## config.mk

```make
export PLATFORM = sky130hd
export DESIGN_NAME = tw_iface
export DESIGN_NICKNAME = d
export VERILOG_FILES = /design/src/core/tw_pkg.sv /design/src/core/tw_line_watch.sv /design/src/core/tw_clk_div.sv /design/src/core/tw_iface.sv
export VERILOG_INCLUDE_DIRS = /design/src /design/src/core
export SDC_FILE = /design/constraint.sdc
export NUM_CORES = 1
export LEC_CHECK = 0
export ABC_CLOCK_PERIOD_IN_PS = 2800
export BUFFER_PORTS_ARGS = -buffer_cell sky130_fd_sc_hd__buf_2
export CAP_MARGIN = 10
export CORE_ASPECT_RATIO = 1.75
export CORE_UTILIZATION = 50
export CTS_CLUSTER_DIAMETER = 60
export DETAILED_ROUTE_END_ITERATION = 6
export PLACE_DENSITY_LB_ADDON = 0.25
export SLEW_MARGIN = 30
export SYNTH_ARGS = -nofsm -noshare
export SYNTH_HDL_FRONTEND = slang
export SYNTH_HIERARCHICAL = 1
export SYNTH_SLANG_ARGS = --single-unit
```

## constraint.sdc

```tcl
create_clock -name clk -period 2.8 [get_ports clk]
set_input_delay 0.28 -clock clk [delete_from_list [all_inputs] [get_ports clk]]
set_output_delay 0.28 -clock clk [all_outputs]
set_load 0.01 [all_outputs]
```

## src/core/tw_cfg.svh

```systemverilog
// constants for the two-wire bus interface: register offsets, field positions, timing
// assumes a 125 MHz system clock and a classic wishbone slave port with 32-bit words
`ifndef TW_CFG_SVH
`define TW_CFG_SVH
// register byte offsets
`define TW_OFS_CTRL    4'h0
`define TW_OFS_STAT1   4'h4
`define TW_OFS_STAT2   4'h8
`define TW_OFS_DATA    4'hC
`define TW_OFS_OWNA1   5'h10
`define TW_OFS_OWNA2   5'h14
// control register fields
`define TW_CR_IRQ      0
`define TW_CR_ACK      1
`define TW_CR_STOP     2
`define TW_CR_START    3
`define TW_CR_ENGC     4
`define TW_CR_PE       5
// own address two fields
`define TW_OA2_ADD10   0
`define TW_OA2_ADDHI   2
`define TW_OA2_FR      6
// reset values
`define TW_CR_RST      8'h00
`define TW_OA_RST      8'h00
// timing: system clock and bus rates
`define TW_CLK_HZ      125000000
`define TW_STD_HZ      100000
`define TW_FAST_HZ     400000
// half period counts of the bus clock, rounded up so the rate never exceeds the limit
`define TW_STD_HALF    ((`TW_CLK_HZ + 2 * `TW_STD_HZ - 1) / (2 * `TW_STD_HZ))
`define TW_FAST_HALF   ((`TW_CLK_HZ + 2 * `TW_FAST_HZ - 1) / (2 * `TW_FAST_HZ))
`define TW_GC_ADDR     8'h00
`define TW_HDR_PAT     5'h1E
`endif

```

## src/core/tw_pkg.sv

```systemverilog
// types for the two-wire bus interface
// assumes tw_cfg.svh supplies the numeric constants
`default_nettype none
package tw_pkg;
    // decoded bus conditions from the line watcher
    typedef struct packed {
        logic start;    // start or repeated start seen
        logic stop;     // stop seen
        logic sclRise;  // clock rising edge
        logic sclFall;  // clock falling edge
        logic sda;      // synchronised data level
    } tw_cond_t;
    // slave engine states
    typedef enum logic [2:0] {
        TW_IDLE, TW_ADDR, TW_ACKA, TW_RX, TW_ACKR, TW_TX, TW_ACKT, TW_HOLD
    } tw_state_t;
endpackage
`default_nettype wire

```

## src/core/tw_line_watch.sv

```systemverilog
// pin synchroniser and start/stop/edge detector for the data and clock lines
// assumes both pins are asynchronous to clk
`default_nettype none
module tw_line_watch
    import tw_pkg::*;
(
    input  wire logic clk,
    input  wire logic sys_rst,
    input  wire logic serialDataPin,
    input  wire logic serialClockPin,
    output tw_cond_t  cond
);
    logic [1:0] sdaSync_r;  // two-stage synchroniser, data
    logic [1:0] sclSync_r;  // two-stage synchroniser, clock
    logic       sdaOld_r;   // previous synchronised data level
    logic       sclOld_r;   // previous synchronised clock level

    // only the second stage is ever read by logic
    always_ff @(posedge clk) begin
        if (sys_rst) begin
            sdaSync_r <= 2'h3;
            sclSync_r <= 2'h3;
            sdaOld_r  <= 1'b1;
            sclOld_r  <= 1'b1;
        end else begin
            sdaSync_r <= {sdaSync_r[0], serialDataPin};
            sclSync_r <= {sclSync_r[0], serialClockPin};
            sdaOld_r  <= sdaSync_r[1];
            sclOld_r  <= sclSync_r[1];
        end
    end

    // data changing while clock high marks start or stop
    always_comb begin
        cond.start   = sclSync_r[1] && sclOld_r && sdaOld_r && !sdaSync_r[1];
        cond.stop    = sclSync_r[1] && sclOld_r && !sdaOld_r && sdaSync_r[1];
        cond.sclRise = sclSync_r[1] && !sclOld_r;
        cond.sclFall = !sclSync_r[1] && sclOld_r;
        cond.sda     = sdaSync_r[1];
    end
endmodule
`default_nettype wire

```

## src/core/tw_clk_div.sv

```systemverilog
// bus clock rate divider: one-cycle tick per bus clock half period
// assumes clk at the rate in tw_cfg.svh; restarts while not running
`include "tw_cfg.svh"
`default_nettype none
module tw_clk_div
    import tw_pkg::*;
(
    input  wire logic clk,
    input  wire logic sys_rst,
    input  wire logic run,
    input  wire logic fastMode,
    output logic      halfTick
);
    logic [9:0] cnt_r;   // half period counter
    logic [9:0] limit;   // selected terminal count

    // mode picks the terminal count
    always_comb begin
        limit = fastMode ? 10'(`TW_FAST_HALF - 1) : 10'(`TW_STD_HALF - 1);
    end

    // free counter while the master clock runs
    always_ff @(posedge clk) begin
        if (sys_rst || !run) begin
            cnt_r    <= 10'h000;
            halfTick <= 1'b0;
        end else if (cnt_r >= limit) begin
            cnt_r    <= 10'h000;
            halfTick <= 1'b1;
        end else begin
            cnt_r    <= cnt_r + 10'h001;
            halfTick <= 1'b0;
        end
    end
endmodule
`default_nettype wire

```

## src/core/tw_iface.sv

```systemverilog
// two-wire bus interface: wishbone register slave, slave engine, role and flag logic
// assumes classic wishbone on clk, pins come in asynchronously, open-drain pads outside
`include "tw_cfg.svh"
`default_nettype none
module tw_iface
    import tw_pkg::*;
(
    input  wire logic        clk,
    input  wire logic        sys_rst,
    input  wire logic [4:0]  wb_adr_i,
    input  wire logic [31:0] wb_dat_i,
    output logic      [31:0] wb_dat_o,
    input  wire logic        wb_we_i,
    input  wire logic [3:0]  wb_sel_i,
    input  wire logic        wb_cyc_i,
    input  wire logic        wb_stb_i,
    output logic             wb_ack_o,
    input  wire logic        serial_data_pin,
    input  wire logic        serial_clock_pin,
    output logic             sdaOe,
    output logic             sclOe,
    output logic             pinsOwned,
    output logic             irq
);
    tw_cond_t   cond;            // decoded line conditions
    tw_state_t  state_r;         // slave engine state
    logic [7:0] control_reg;     // control bits
    logic [7:0] ownAddrOne_r;    // own address low byte
    logic [7:0] own_address_two_reg; // speed, mode, address high bits
    logic [7:0] byte_buffer_reg; // data byte seen by software
    logic [7:0] shift_r;         // bus shift register
    logic [3:0] bitCnt_r;        // bits of current byte
    logic       event_flag;
    logic       own_address_match_flag;
    logic       byte_done_flag;
    logic       bus_end_seen_flag;
    logic       misplaced_condition_error;
    logic       nack_failure_flag;
    logic       busy_r;          // bus busy
    logic       controller_role_bit; // master role
    logic       txMode_r;        // slave transmitter
    logic       gcHit_r;         // general call matched
    logic       hdrSeen_r;       // full ten-bit address (header and second byte) already matched once
    logic       secondByte_r;    // next address byte is ten-bit second byte
    logic       st1Seen_r;       // status one read since last data access
    logic       stretch_r;       // holding clock low
    logic       txPend_r;        // transmitter owed a data write
    logic       sdaDrv_r;        // drive data low
    logic       halfTick;        // divider tick (master clock)
    logic       wbHit;           // valid wishbone strobe this cycle
    logic       rdSt1, rdSt2, rdData, wrData, wrCtrl; // register side effects
    logic       ten;             // ten-bit addressing selected
    logic       enabled;         // peripheral enable

    tw_line_watch uWatch (
        .clk            (clk),
        .sys_rst        (sys_rst),
        .serialDataPin  (serial_data_pin),
        .serialClockPin (serial_clock_pin),
        .cond           (cond)
    );

    // master clock divider; runs only in the master role
    tw_clk_div uDiv (
        .clk      (clk),
        .sys_rst  (sys_rst),
        .run      (controller_role_bit),
        .fastMode (own_address_two_reg[`TW_OA2_FR]),
        .halfTick (halfTick)
    );

    assign ten     = own_address_two_reg[`TW_OA2_ADD10];
    assign enabled = control_reg[`TW_CR_PE];
    assign wbHit   = wb_cyc_i && wb_stb_i && !wb_ack_o;
    assign rdSt1   = wbHit && !wb_we_i && wb_adr_i == 5'(`TW_OFS_STAT1);
    assign rdSt2   = wbHit && !wb_we_i && wb_adr_i == 5'(`TW_OFS_STAT2);
    assign rdData  = wbHit && !wb_we_i && wb_adr_i == 5'(`TW_OFS_DATA);
    assign wrData  = wbHit && wb_we_i && wb_sel_i[0] && wb_adr_i == 5'(`TW_OFS_DATA);
    assign wrCtrl  = wbHit && wb_we_i && wb_sel_i[0] && wb_adr_i == 5'(`TW_OFS_CTRL);

    // one registered ack per access, a cycle after the strobe; ack drops the cycle after
    always_ff @(posedge clk) begin
        if (sys_rst) begin
            wb_ack_o <= 1'b0;
        end else begin
            wb_ack_o <= wbHit;
        end
    end

    // read mux; unmapped offsets read zero
    always_ff @(posedge clk) begin
        if (sys_rst) begin
            wb_dat_o <= 32'h0000_0000;
        end else if (wbHit && !wb_we_i) begin
            case (wb_adr_i)
                5'(`TW_OFS_CTRL):  wb_dat_o <= {24'h0, control_reg};
                5'(`TW_OFS_STAT1): wb_dat_o <= {24'h0, event_flag, 1'b0, txMode_r, busy_r,
                                    byte_done_flag, own_address_match_flag,
                                    controller_role_bit, 1'b0};
                5'(`TW_OFS_STAT2): wb_dat_o <= {26'h0, gcHit_r, 1'b0, nack_failure_flag,
                                    bus_end_seen_flag, 1'b0, misplaced_condition_error};
                5'(`TW_OFS_DATA):  wb_dat_o <= {24'h0, byte_buffer_reg};
                5'(`TW_OFS_OWNA1): wb_dat_o <= {24'h0, ownAddrOne_r};
                5'(`TW_OFS_OWNA2): wb_dat_o <= {24'h0, own_address_two_reg};
                default:           wb_dat_o <= 32'h0000_0000;
            endcase
        end
    end

    // software registers; speed bits must be set before enabling
    always_ff @(posedge clk) begin
        if (sys_rst) begin
            control_reg         <= `TW_CR_RST;
            ownAddrOne_r        <= `TW_OA_RST;
            own_address_two_reg <= `TW_OA_RST;
        end else if (wbHit && wb_we_i && wb_sel_i[0]) begin
            case (wb_adr_i)
                5'(`TW_OFS_CTRL):  control_reg         <= wb_dat_i[7:0];
                5'(`TW_OFS_OWNA1): ownAddrOne_r        <= wb_dat_i[7:0];
                5'(`TW_OFS_OWNA2): own_address_two_reg <= wb_dat_i[7:0];
                default:           control_reg         <= control_reg;
            endcase
        end
    end

    // bus busy regardless of participation
    always_ff @(posedge clk) begin
        if (sys_rst) begin
            busy_r <= 1'b0;
        end else if (cond.start) begin
            busy_r <= 1'b1;
        end else if (cond.stop) begin
            busy_r <= 1'b0;
        end
    end

    // role: slave by default, master after own start, slave again on stop
    // master sequencing beyond the start is outside this block
    always_ff @(posedge clk) begin
        if (sys_rst || !enabled) begin
            controller_role_bit <= 1'b0;
        end else if (control_reg[`TW_CR_START] && !busy_r && !controller_role_bit) begin
            controller_role_bit <= 1'b1;
        end else if (cond.stop) begin
            controller_role_bit <= 1'b0;
        end
    end

    // slave engine: address compare, receive, transmit, acknowledge
    always_ff @(posedge clk) begin
        if (sys_rst || !enabled) begin
            state_r      <= TW_IDLE;
            shift_r      <= 8'h00;
            bitCnt_r     <= 4'h0;
            txMode_r     <= 1'b0;
            gcHit_r      <= 1'b0;
            hdrSeen_r    <= 1'b0;
            secondByte_r <= 1'b0;
            sdaDrv_r     <= 1'b0;
            txPend_r     <= 1'b0;
        end else if (cond.stop) begin
            state_r   <= TW_IDLE;
            sdaDrv_r  <= 1'b0;    // release lines
            hdrSeen_r <= 1'b0;
        end else if (cond.start) begin
            state_r  <= TW_ADDR;
            bitCnt_r <= 4'h0;
            sdaDrv_r <= 1'b0;
        end else begin
            case (state_r)
                TW_IDLE: state_r <= TW_IDLE;
                TW_ADDR, TW_RX: begin
                    if (cond.sclRise) begin
                        shift_r  <= {shift_r[6:0], cond.sda};
                        bitCnt_r <= bitCnt_r + 4'h1;
                    end else if (cond.sclFall && bitCnt_r == 4'h8) begin
                        bitCnt_r <= 4'h0;
                        if (state_r == TW_RX) begin
                            sdaDrv_r <= control_reg[`TW_CR_ACK];
                            state_r  <= TW_ACKR;
                        end else if (secondByte_r) begin
                            secondByte_r <= 1'b0;
                            if (shift_r == ownAddrOne_r) begin
                                sdaDrv_r <= control_reg[`TW_CR_ACK];
                                hdrSeen_r <= 1'b1;
                                txMode_r <= 1'b0;
                                state_r  <= TW_ACKA;
                            end else begin
                                state_r  <= TW_IDLE;
                            end
                        end else if (ten && shift_r[7:3] == `TW_HDR_PAT
                                 && shift_r[2:1] == own_address_two_reg[`TW_OA2_ADDHI +: 2]) begin
                            sdaDrv_r <= control_reg[`TW_CR_ACK];
                            if (shift_r[0] && hdrSeen_r) begin
                                txMode_r <= 1'b1;
                                state_r  <= TW_ACKA;
                            end else begin
                                secondByte_r <= 1'b1;
                                state_r      <= TW_ACKR;
                            end
                        end else if (!ten && shift_r[7:1] == ownAddrOne_r[7:1]) begin
                            sdaDrv_r <= control_reg[`TW_CR_ACK];
                            txMode_r <= shift_r[0];
                            gcHit_r  <= 1'b0;
                            state_r  <= TW_ACKA;
                        end else if (control_reg[`TW_CR_ENGC] && shift_r == `TW_GC_ADDR) begin
                            sdaDrv_r <= control_reg[`TW_CR_ACK];
                            txMode_r <= 1'b0;
                            gcHit_r  <= 1'b1;
                            state_r  <= TW_ACKA;
                        end else begin
                            state_r  <= TW_IDLE;
                        end
                    end
                end
                TW_ACKA, TW_ACKR: begin
                    // ninth clock done: release data, continue or wait in stretch
                    if (cond.sclFall) begin
                        sdaDrv_r <= 1'b0;
                        txPend_r <= txMode_r && !secondByte_r;
                        state_r  <= secondByte_r ? TW_ADDR : (txMode_r ? TW_TX : TW_RX);
                        shift_r  <= byte_buffer_reg;
                    end
                end
                TW_TX: begin
                    // shift out msb first on falling edges, clock held until written
                    if (!stretch_r && !txPend_r && bitCnt_r < 4'h8 && !cond.sclRise) begin
                        sdaDrv_r <= !shift_r[7];
                        if (cond.sclFall || bitCnt_r == 4'h0) begin
                            if (bitCnt_r != 4'h0 || cond.sclFall) begin
                                shift_r <= {shift_r[6:0], 1'b1};
                            end
                        end
                    end
                    if (cond.sclFall && !stretch_r && !txPend_r) begin
                        bitCnt_r <= bitCnt_r + 4'h1;
                        if (bitCnt_r == 4'h7) begin
                            sdaDrv_r <= 1'b0;
                            state_r  <= TW_ACKT;
                        end
                    end
                    // the byte to send is the one software writes now
                    if (wrData) begin
                        txPend_r <= 1'b0;
                        shift_r  <= wb_dat_i[7:0];
                    end
                end
                TW_ACKT: begin
                    // sample the master's acknowledge on the ninth rising edge
                    if (cond.sclRise) begin
                        bitCnt_r <= 4'h0;
                        shift_r  <= byte_buffer_reg;
                        txPend_r <= !cond.sda;
                        state_r  <= cond.sda ? TW_HOLD : TW_TX;
                    end
                end
                TW_HOLD: state_r <= TW_HOLD; // after nack: wait for stop or start
                default: state_r <= TW_IDLE;
            endcase
        end
    end

    // data register: captures received bytes, written by software for transmit
    always_ff @(posedge clk) begin
        if (sys_rst) begin
            byte_buffer_reg <= 8'h00;
        end else if (wrData) begin
            byte_buffer_reg <= wb_dat_i[7:0];
        end else if (cond.sclFall && bitCnt_r == 4'h8 && (state_r == TW_RX
                     || state_r == TW_ADDR)) begin
            byte_buffer_reg <= shift_r;
        end
    end

    // event flags; hardware set wins over a software clear in the same cycle
    always_ff @(posedge clk) begin
        if (sys_rst || !enabled) begin
            own_address_match_flag    <= 1'b0;
            byte_done_flag            <= 1'b0;
            bus_end_seen_flag         <= 1'b0;
            misplaced_condition_error <= 1'b0;
            nack_failure_flag         <= 1'b0;
            st1Seen_r                 <= 1'b0;
        end else begin
            if (state_r inside {TW_ACKA} && cond.sclFall) begin
                own_address_match_flag <= 1'b1;
            end else if (rdSt1) begin
                own_address_match_flag <= 1'b0;
            end
            if ((state_r == TW_ACKR && !secondByte_r && cond.sclFall)
                || (state_r == TW_ACKT && cond.sclRise)) begin
                byte_done_flag <= 1'b1;
            end else if ((st1Seen_r && (rdData || wrData)) || cond.stop) begin
                byte_done_flag <= 1'b0;
            end
            if (cond.stop && state_r != TW_IDLE && !controller_role_bit) begin
                bus_end_seen_flag <= 1'b1;
            end else if (rdSt2) begin
                bus_end_seen_flag <= 1'b0;
            end
            // a condition in the first bit's high phase is a legal one
            if ((cond.start || cond.stop) && bitCnt_r > 4'h1
                && state_r inside {TW_ADDR, TW_RX, TW_TX}) begin
                misplaced_condition_error <= 1'b1;
            end else if (rdSt2) begin
                misplaced_condition_error <= 1'b0;
            end
            if (state_r == TW_ACKT && cond.sclRise && cond.sda) begin
                nack_failure_flag <= 1'b1;
            end else if (rdSt1) begin
                nack_failure_flag <= 1'b0;
            end
            if (rdSt1) begin
                st1Seen_r <= 1'b1;
            end else if (rdData || wrData) begin
                st1Seen_r <= 1'b0;
            end
        end
    end

    // summary event flag over all sources
    assign event_flag = own_address_match_flag | byte_done_flag | bus_end_seen_flag
                      | misplaced_condition_error | nack_failure_flag;

    // clock stretching while software owes an access; never in error cases
    always_ff @(posedge clk) begin
        if (sys_rst || !enabled) begin
            stretch_r <= 1'b0;
        end else if (misplaced_condition_error || nack_failure_flag
                     || state_r inside {TW_IDLE, TW_HOLD}) begin
            stretch_r <= 1'b0;
        end else if (own_address_match_flag || (byte_done_flag && state_r == TW_RX)) begin
            stretch_r <= !cond.sclRise;
        end else if (txPend_r && state_r == TW_TX) begin
            stretch_r <= stretch_r || cond.sclFall;
        end else begin
            stretch_r <= 1'b0;
        end
    end

    // registered pin drivers; disabled means the port logic owns the pins
    always_ff @(posedge clk) begin
        if (sys_rst) begin
            sdaOe     <= 1'b0;
            sclOe     <= 1'b0;
            pinsOwned <= 1'b0;
            irq       <= 1'b0;
        end else begin
            pinsOwned <= enabled;
            sdaOe     <= enabled && sdaDrv_r;
            sclOe     <= enabled && (stretch_r
                         || (controller_role_bit && halfTick && !sclOe));
            irq       <= event_flag && control_reg[`TW_CR_IRQ];
        end
    end
endmodule
`default_nettype wire

```

======== After elaboration in Yosys (flattened, before gate mapping) ========
Cells that the tools add are included.
word-level totals
  register bits after elaboration ......... 116
  input port bits ......................... 48
  output and inout bits ................... 37
operators by class
  $add $sub $neg .......................... 2
  $lt $le $gt $ge ......................... 3
  equality and inequality tests ........... 40
  mux-type cells .......................... 80
  bitwise logic cells ..................... 10
  reduce and logical (&&, ||, !) cells .... 120
operators with widths
  cell                                                                   number
  8-bit two-way mux                                                      9
  1-bit logical AND                                                      48
  8-bit case mux with 6 select lines                                     1
  1-bit two-way mux                                                      43
  3-bit two-way mux                                                      12
  8-bit case mux with 4 select lines                                     1
  6-bit AND reduction                                                    5
  3-bit inequality test, second input constant                           9
  9-bit AND reduction                                                    3
  2-bit nonzero test                                                     11
  4-bit two-way mux                                                      5
  3-bit case mux with 6 select lines                                     1
  1-bit zero test                                                        16
  2-bit inequality test, second input constant                           8
  4-bit nonzero test                                                     4
  5-bit equality test, second input constant                             3
  1-bit logical OR                                                       14
  3-bit equality test, second input constant                             4
  4-bit case mux with 3 select lines                                     1
  3-bit nonzero test                                                     4
  10-bit by 1-bit adder with 10-bit output, second input constant        1
  5-bit by 4-bit equality test with 1-bit output, second input constant  2
  10-bit greater-or-equal comparator                                     1
  10-bit two-way mux                                                     1
  28 further kinds                                                       48

======== Longest topological paths before layout ========
  depth in word-level cells ............... 11
  depth in mapped cells ................... 9
  depth with buffers taken out ............ 8

======== Modules after synthesis ========
The synthesis kept the hierarchy.
by module, submodules not included
  module         times used  cells an instance  area each (µm²)
  tw_iface       1           521                4170.2
  tw_clk_div     1           67                 605.6
  tw_line_watch  1           17                 197.7

======== Least setup slack after synthesis ========
No wires, ideal clock.
  kind .................................... reg-to-reg
  start ................................... reg uWatch.sclSync_r[1]
  end ..................................... reg bitCnt_r[3]
  arrival time ............................ 1877 ps
  setup slack ............................. 832 ps
  stages on the path, launching flop included .. 9
  period minus slack after synthesis ...... 1968 ps
  path through ............................ dfxtp_1 nor2b_1 clkbuf_1 inv_1 or3_1 o311ai_0 and3_1 a41oi_1 a311oi_1
RTL lines
  element                 RTL line             text
  start, declared         tw_line_watch.sv:14  logic [1:0] sclSync_r;
  start signal, assigned  tw_line_watch.sv:27  sclSync_r <= {sclSync_r[0], serialClockPin};
  end signal, assigned    tw_iface.sv:175      bitCnt_r <= bitCnt_r + 4'h1;
  end signal, assigned    tw_iface.sv:236      bitCnt_r <= bitCnt_r + 4'h1;
  end, declared           tw_iface.sv:32       logic [3:0] bitCnt_r;

==> flow_summary_export.csv <==
group,metric,value,unit
final_layout,areaGrowthSynthToFinish,9.786,%
setup_path,slowest_stage,"nor2b_1",
yosys,synth_edf_count,0,
sta,fmax,414.9,MHz
clocking,cts_buffer_depth,2,
yosys,synthDistinctLibCells,64,
power_and_ir_drop,p_sw_share,22.55,%
power_and_ir_drop,ir_worst_vdd,396.5,uV
clocking,cts_hold_buffers,0,
setup_path,start_kind,"flip-flop",
global_route,overflow,0,
floorplanning,io_pins,85,
final_layout,finalNetCount,691,
worst_hold_path,hold_class,"input pin to flip-flop",
yosys,ys.flop_type,"dfxtp_1",
clocking,path_clk_slew,60,ps
clocking,ctsResizeCount,0,
power_and_ir_drop,p_seq_share,51.3,%
floorplanning,initial_core_util,51.89,%
yosys,yosys_register_bits,92,
drt,wl_met3,777,um
drt,via_count,4701,
drt,first_iter_violations,540,
sta,finalSetupTns,0,ps
final_layout,finalInstanceArea,5460,um^2
power_and_ir_drop,combPwrFrac,4.0,%
clocking,cts_root_buf,"clkbuf_16",
final_layout,regMostFlops,"uDiv/cnt_r",
floorplanning,die-area,10370,um^2
place,portBuffers,33,
place,place.gp.congestion,0.9557,
floorplanning,die_y,133.9,um
drt,post-route-drc-count,0,
final_layout,n_fill_cell,883,
yosys,ys_warn_count,6,
clocking,h-tree-depth,3,
power_and_ir_drop,powerDensity,471.2,nW/um^2
sta,worst_pin_slew,620.0,ps
power_and_ir_drop,clkPwrFrac,44.7,%
floorplanning,die_w,77.39,um
sta,slew_viol_final,0,
clocking,cts_setup_buffers,0,
final_layout,layout_commonest_cell,"dfxtp_1",
clocking,clk_latency,350,ps
sta,period_needed,2410,ps
drt,drt_pass1_iterations,6,
drt,antenna_left,0,
drt,dr.max_layer_used,"met4",
global_route,grt_pass1_vias,4430,
drt,routed_wirelength,14.06,mm
yosys,yosysSeqAreaShare,37.03,%
sta,hold_viol_final,0,
yosys,synthCells,605,
yosys,avgSynthCellArea,8.221,um^2
setup_path,path_cells,"nor2b_1, inv_1, or3_1, o311ai_0, and3_1, a41oi_1, a311oi_1",
final_layout,mostFrequentLayoutCells,"92 x dfxtp_1, 81 x nor2_1, 63 x a21oi_1, 40 x nand2_1, 33 x buf_2",
drt,m1WireLength,5.162,mm
drt,viasPerCell,6.194,
sta,rsz0062_at_grt,"false",
global_route,grt_pass1_wl,22.83,mm
place,place.detailed.hpwl,10.44,mm
drt,routedWlPerCell,18.53,um
sta,setup_viol,0,
global_route,grt.total_usage,28.42,%
sta,relSlewSlack,58.66,%
floorplanning,row_count,47,
floorplanning,core_area,9585,um^2
run,cap_violations,0,
final_layout,num_antenna_cells,0,
yosys,netlist_area,4974,um^2
sta,skew,6.992,ps
final_layout,drive_gt1_share,12.09,%
clocking,cts_buffers,9,
power_and_ir_drop,p_leak,1.954,nW
setup_path,crit_fanout,9,
clocking,cts_tree,"yes",
power_and_ir_drop,internal_power,1.993,mW
setup_path,path_class,"flip-flop to flip-flop",
place,place_area,5179,um^2
yosys,async_reset_ff_share,0,%
setup_path,max_stage_delay,490,ps
final_layout,largest_reg_flops,10,
setup_path,crit_arrival,2670,ps
global_route,antenna_found_initial,0,
drt,route.met2.wl,7.241,mm
setup_path,critPathCaptureType,"flip-flop",
global_route,grt_max_degree,51,
power_and_ir_drop,switchingPower,580.2,uW
sta,min_period_over_period,86.09,%
clocking,numClockSinks,92,
setup_path,cp.required,3060,ps
status,status,"finished, final reports clean",
## critical path, delay by kind of cell (launching register included)
family | cells | cell delay, ps
simple gates | 3 | 1220
buf+inv | 1 | 170
flops | 1 | 360
compound gates | 3 | 560
## Yosys cell counts (9+ instances only)
cell type / number / area, um^2
a21oi_1: 63 / 315.3
dfxtp_1: 92 / 1842
a211oi_1: 12 / 90.09
clkbuf_1: 22 / 82.58
nand2_1: 40 / 150.1
inv_1: 20 / 75.07
ha_1: 11 / 137.6
nand2b_1: 9 / 56.30
o21ai_0: 17 / 85.08
nor3_1: 12 / 60.06
a31oi_1: 9 / 56.30
o22ai_1: 11 / 68.82
nand3_1: 21 / 105.1
buf_4: 25 / 187.7
a22oi_1: 16 / 120.1
nor2_1: 81 / 304.0
mux2i_1: 27 / 270.3
xor2_1: 12 / 105.1
## path summary, 6_finish.rpt
check | slack [ps] | start | cells past startpoint | endpoint
setup / recovery | 390 | uWatch/sclSync_r[1] | 7 | bitCnt_r[3]
hold / removal | 120 | serial_data_pin | 2 | uWatch/sdaSync_r[0]
setup reg to reg | 390 | uWatch/sclSync_r[1] | 7 | bitCnt_r[3]
hold reg to reg | 410 | uWatch/sdaSync_r[0] | 1 | uWatch/sdaSync_r[1]
## area by class of cell
type / instances / area, um^2 / area share (%)
multi-input cells: 460 / 2824 / 51.72
flip-flops and latches: 92 / 1842 / 33.73
repair buffers: 49 / 285.3 / 5.225
clock buffers: 13 / 260.3 / 4.766
well taps: 122 / 152.6 / 2.796
inverters: 20 / 75.07 / 1.375
clock inverters: 3 / 21.27 / 0.3896
## per-layer routing
layer  GRT usage [%]  vias up
met5               0        -
met4           21.07        0
met3           3.946       72
met2           49.66      253
met1           30.76     2183
li1                -     2193
## through the flow
stage	total power, mW	util (%)	hold WS, ps	setup WS (ps)	std cells
floorplan	1.427	-	356.1	831.8	628
CTS	2.588	56.96	110.0	420.2	759
global route	2.662	56.96	129.4	150.4	759
global placement	1.447	54.03	385.4	498.2	743
detailed placement	1.449	54.03	394.7	431.3	743
finish	2.573	56.96	117.1	389.6	759
## cell families (layout without fill, tap and decap cells)
group / Yosys count / count (layout) / synth area share, %
adder cells (fa/ha/maj): 11 / 11 / 2.767
other: 1 / 24 / 0.07540
buffers and inverters: 76 / 85 / 7.925
flip-flops: 92 / 92 / 37.03
AO/OA/AOI/OAI: 165 / 165 / 21.94
multiplexers: 27 / 27 / 5.434
XOR/XNOR: 18 / 18 / 3.170
AND/OR/NAND/NOR: 215 / 215 / 21.66
## power by group through the flow
stage | Clock [mW] | Combinational [mW] | Sequential (mW)
after floorplan | 0 | 0.0810 | 1.35
after global placement | 0 | 0.0990 | 1.35
after detailed placement | 0 | 0.101 | 1.35
after CTS | 1.17 | 0.101 | 1.32
after global routing | 1.23 | 0.112 | 1.32
final | 1.15 | 0.103 | 1.32
Note: power is estimated with default switching activity, not from simulation.
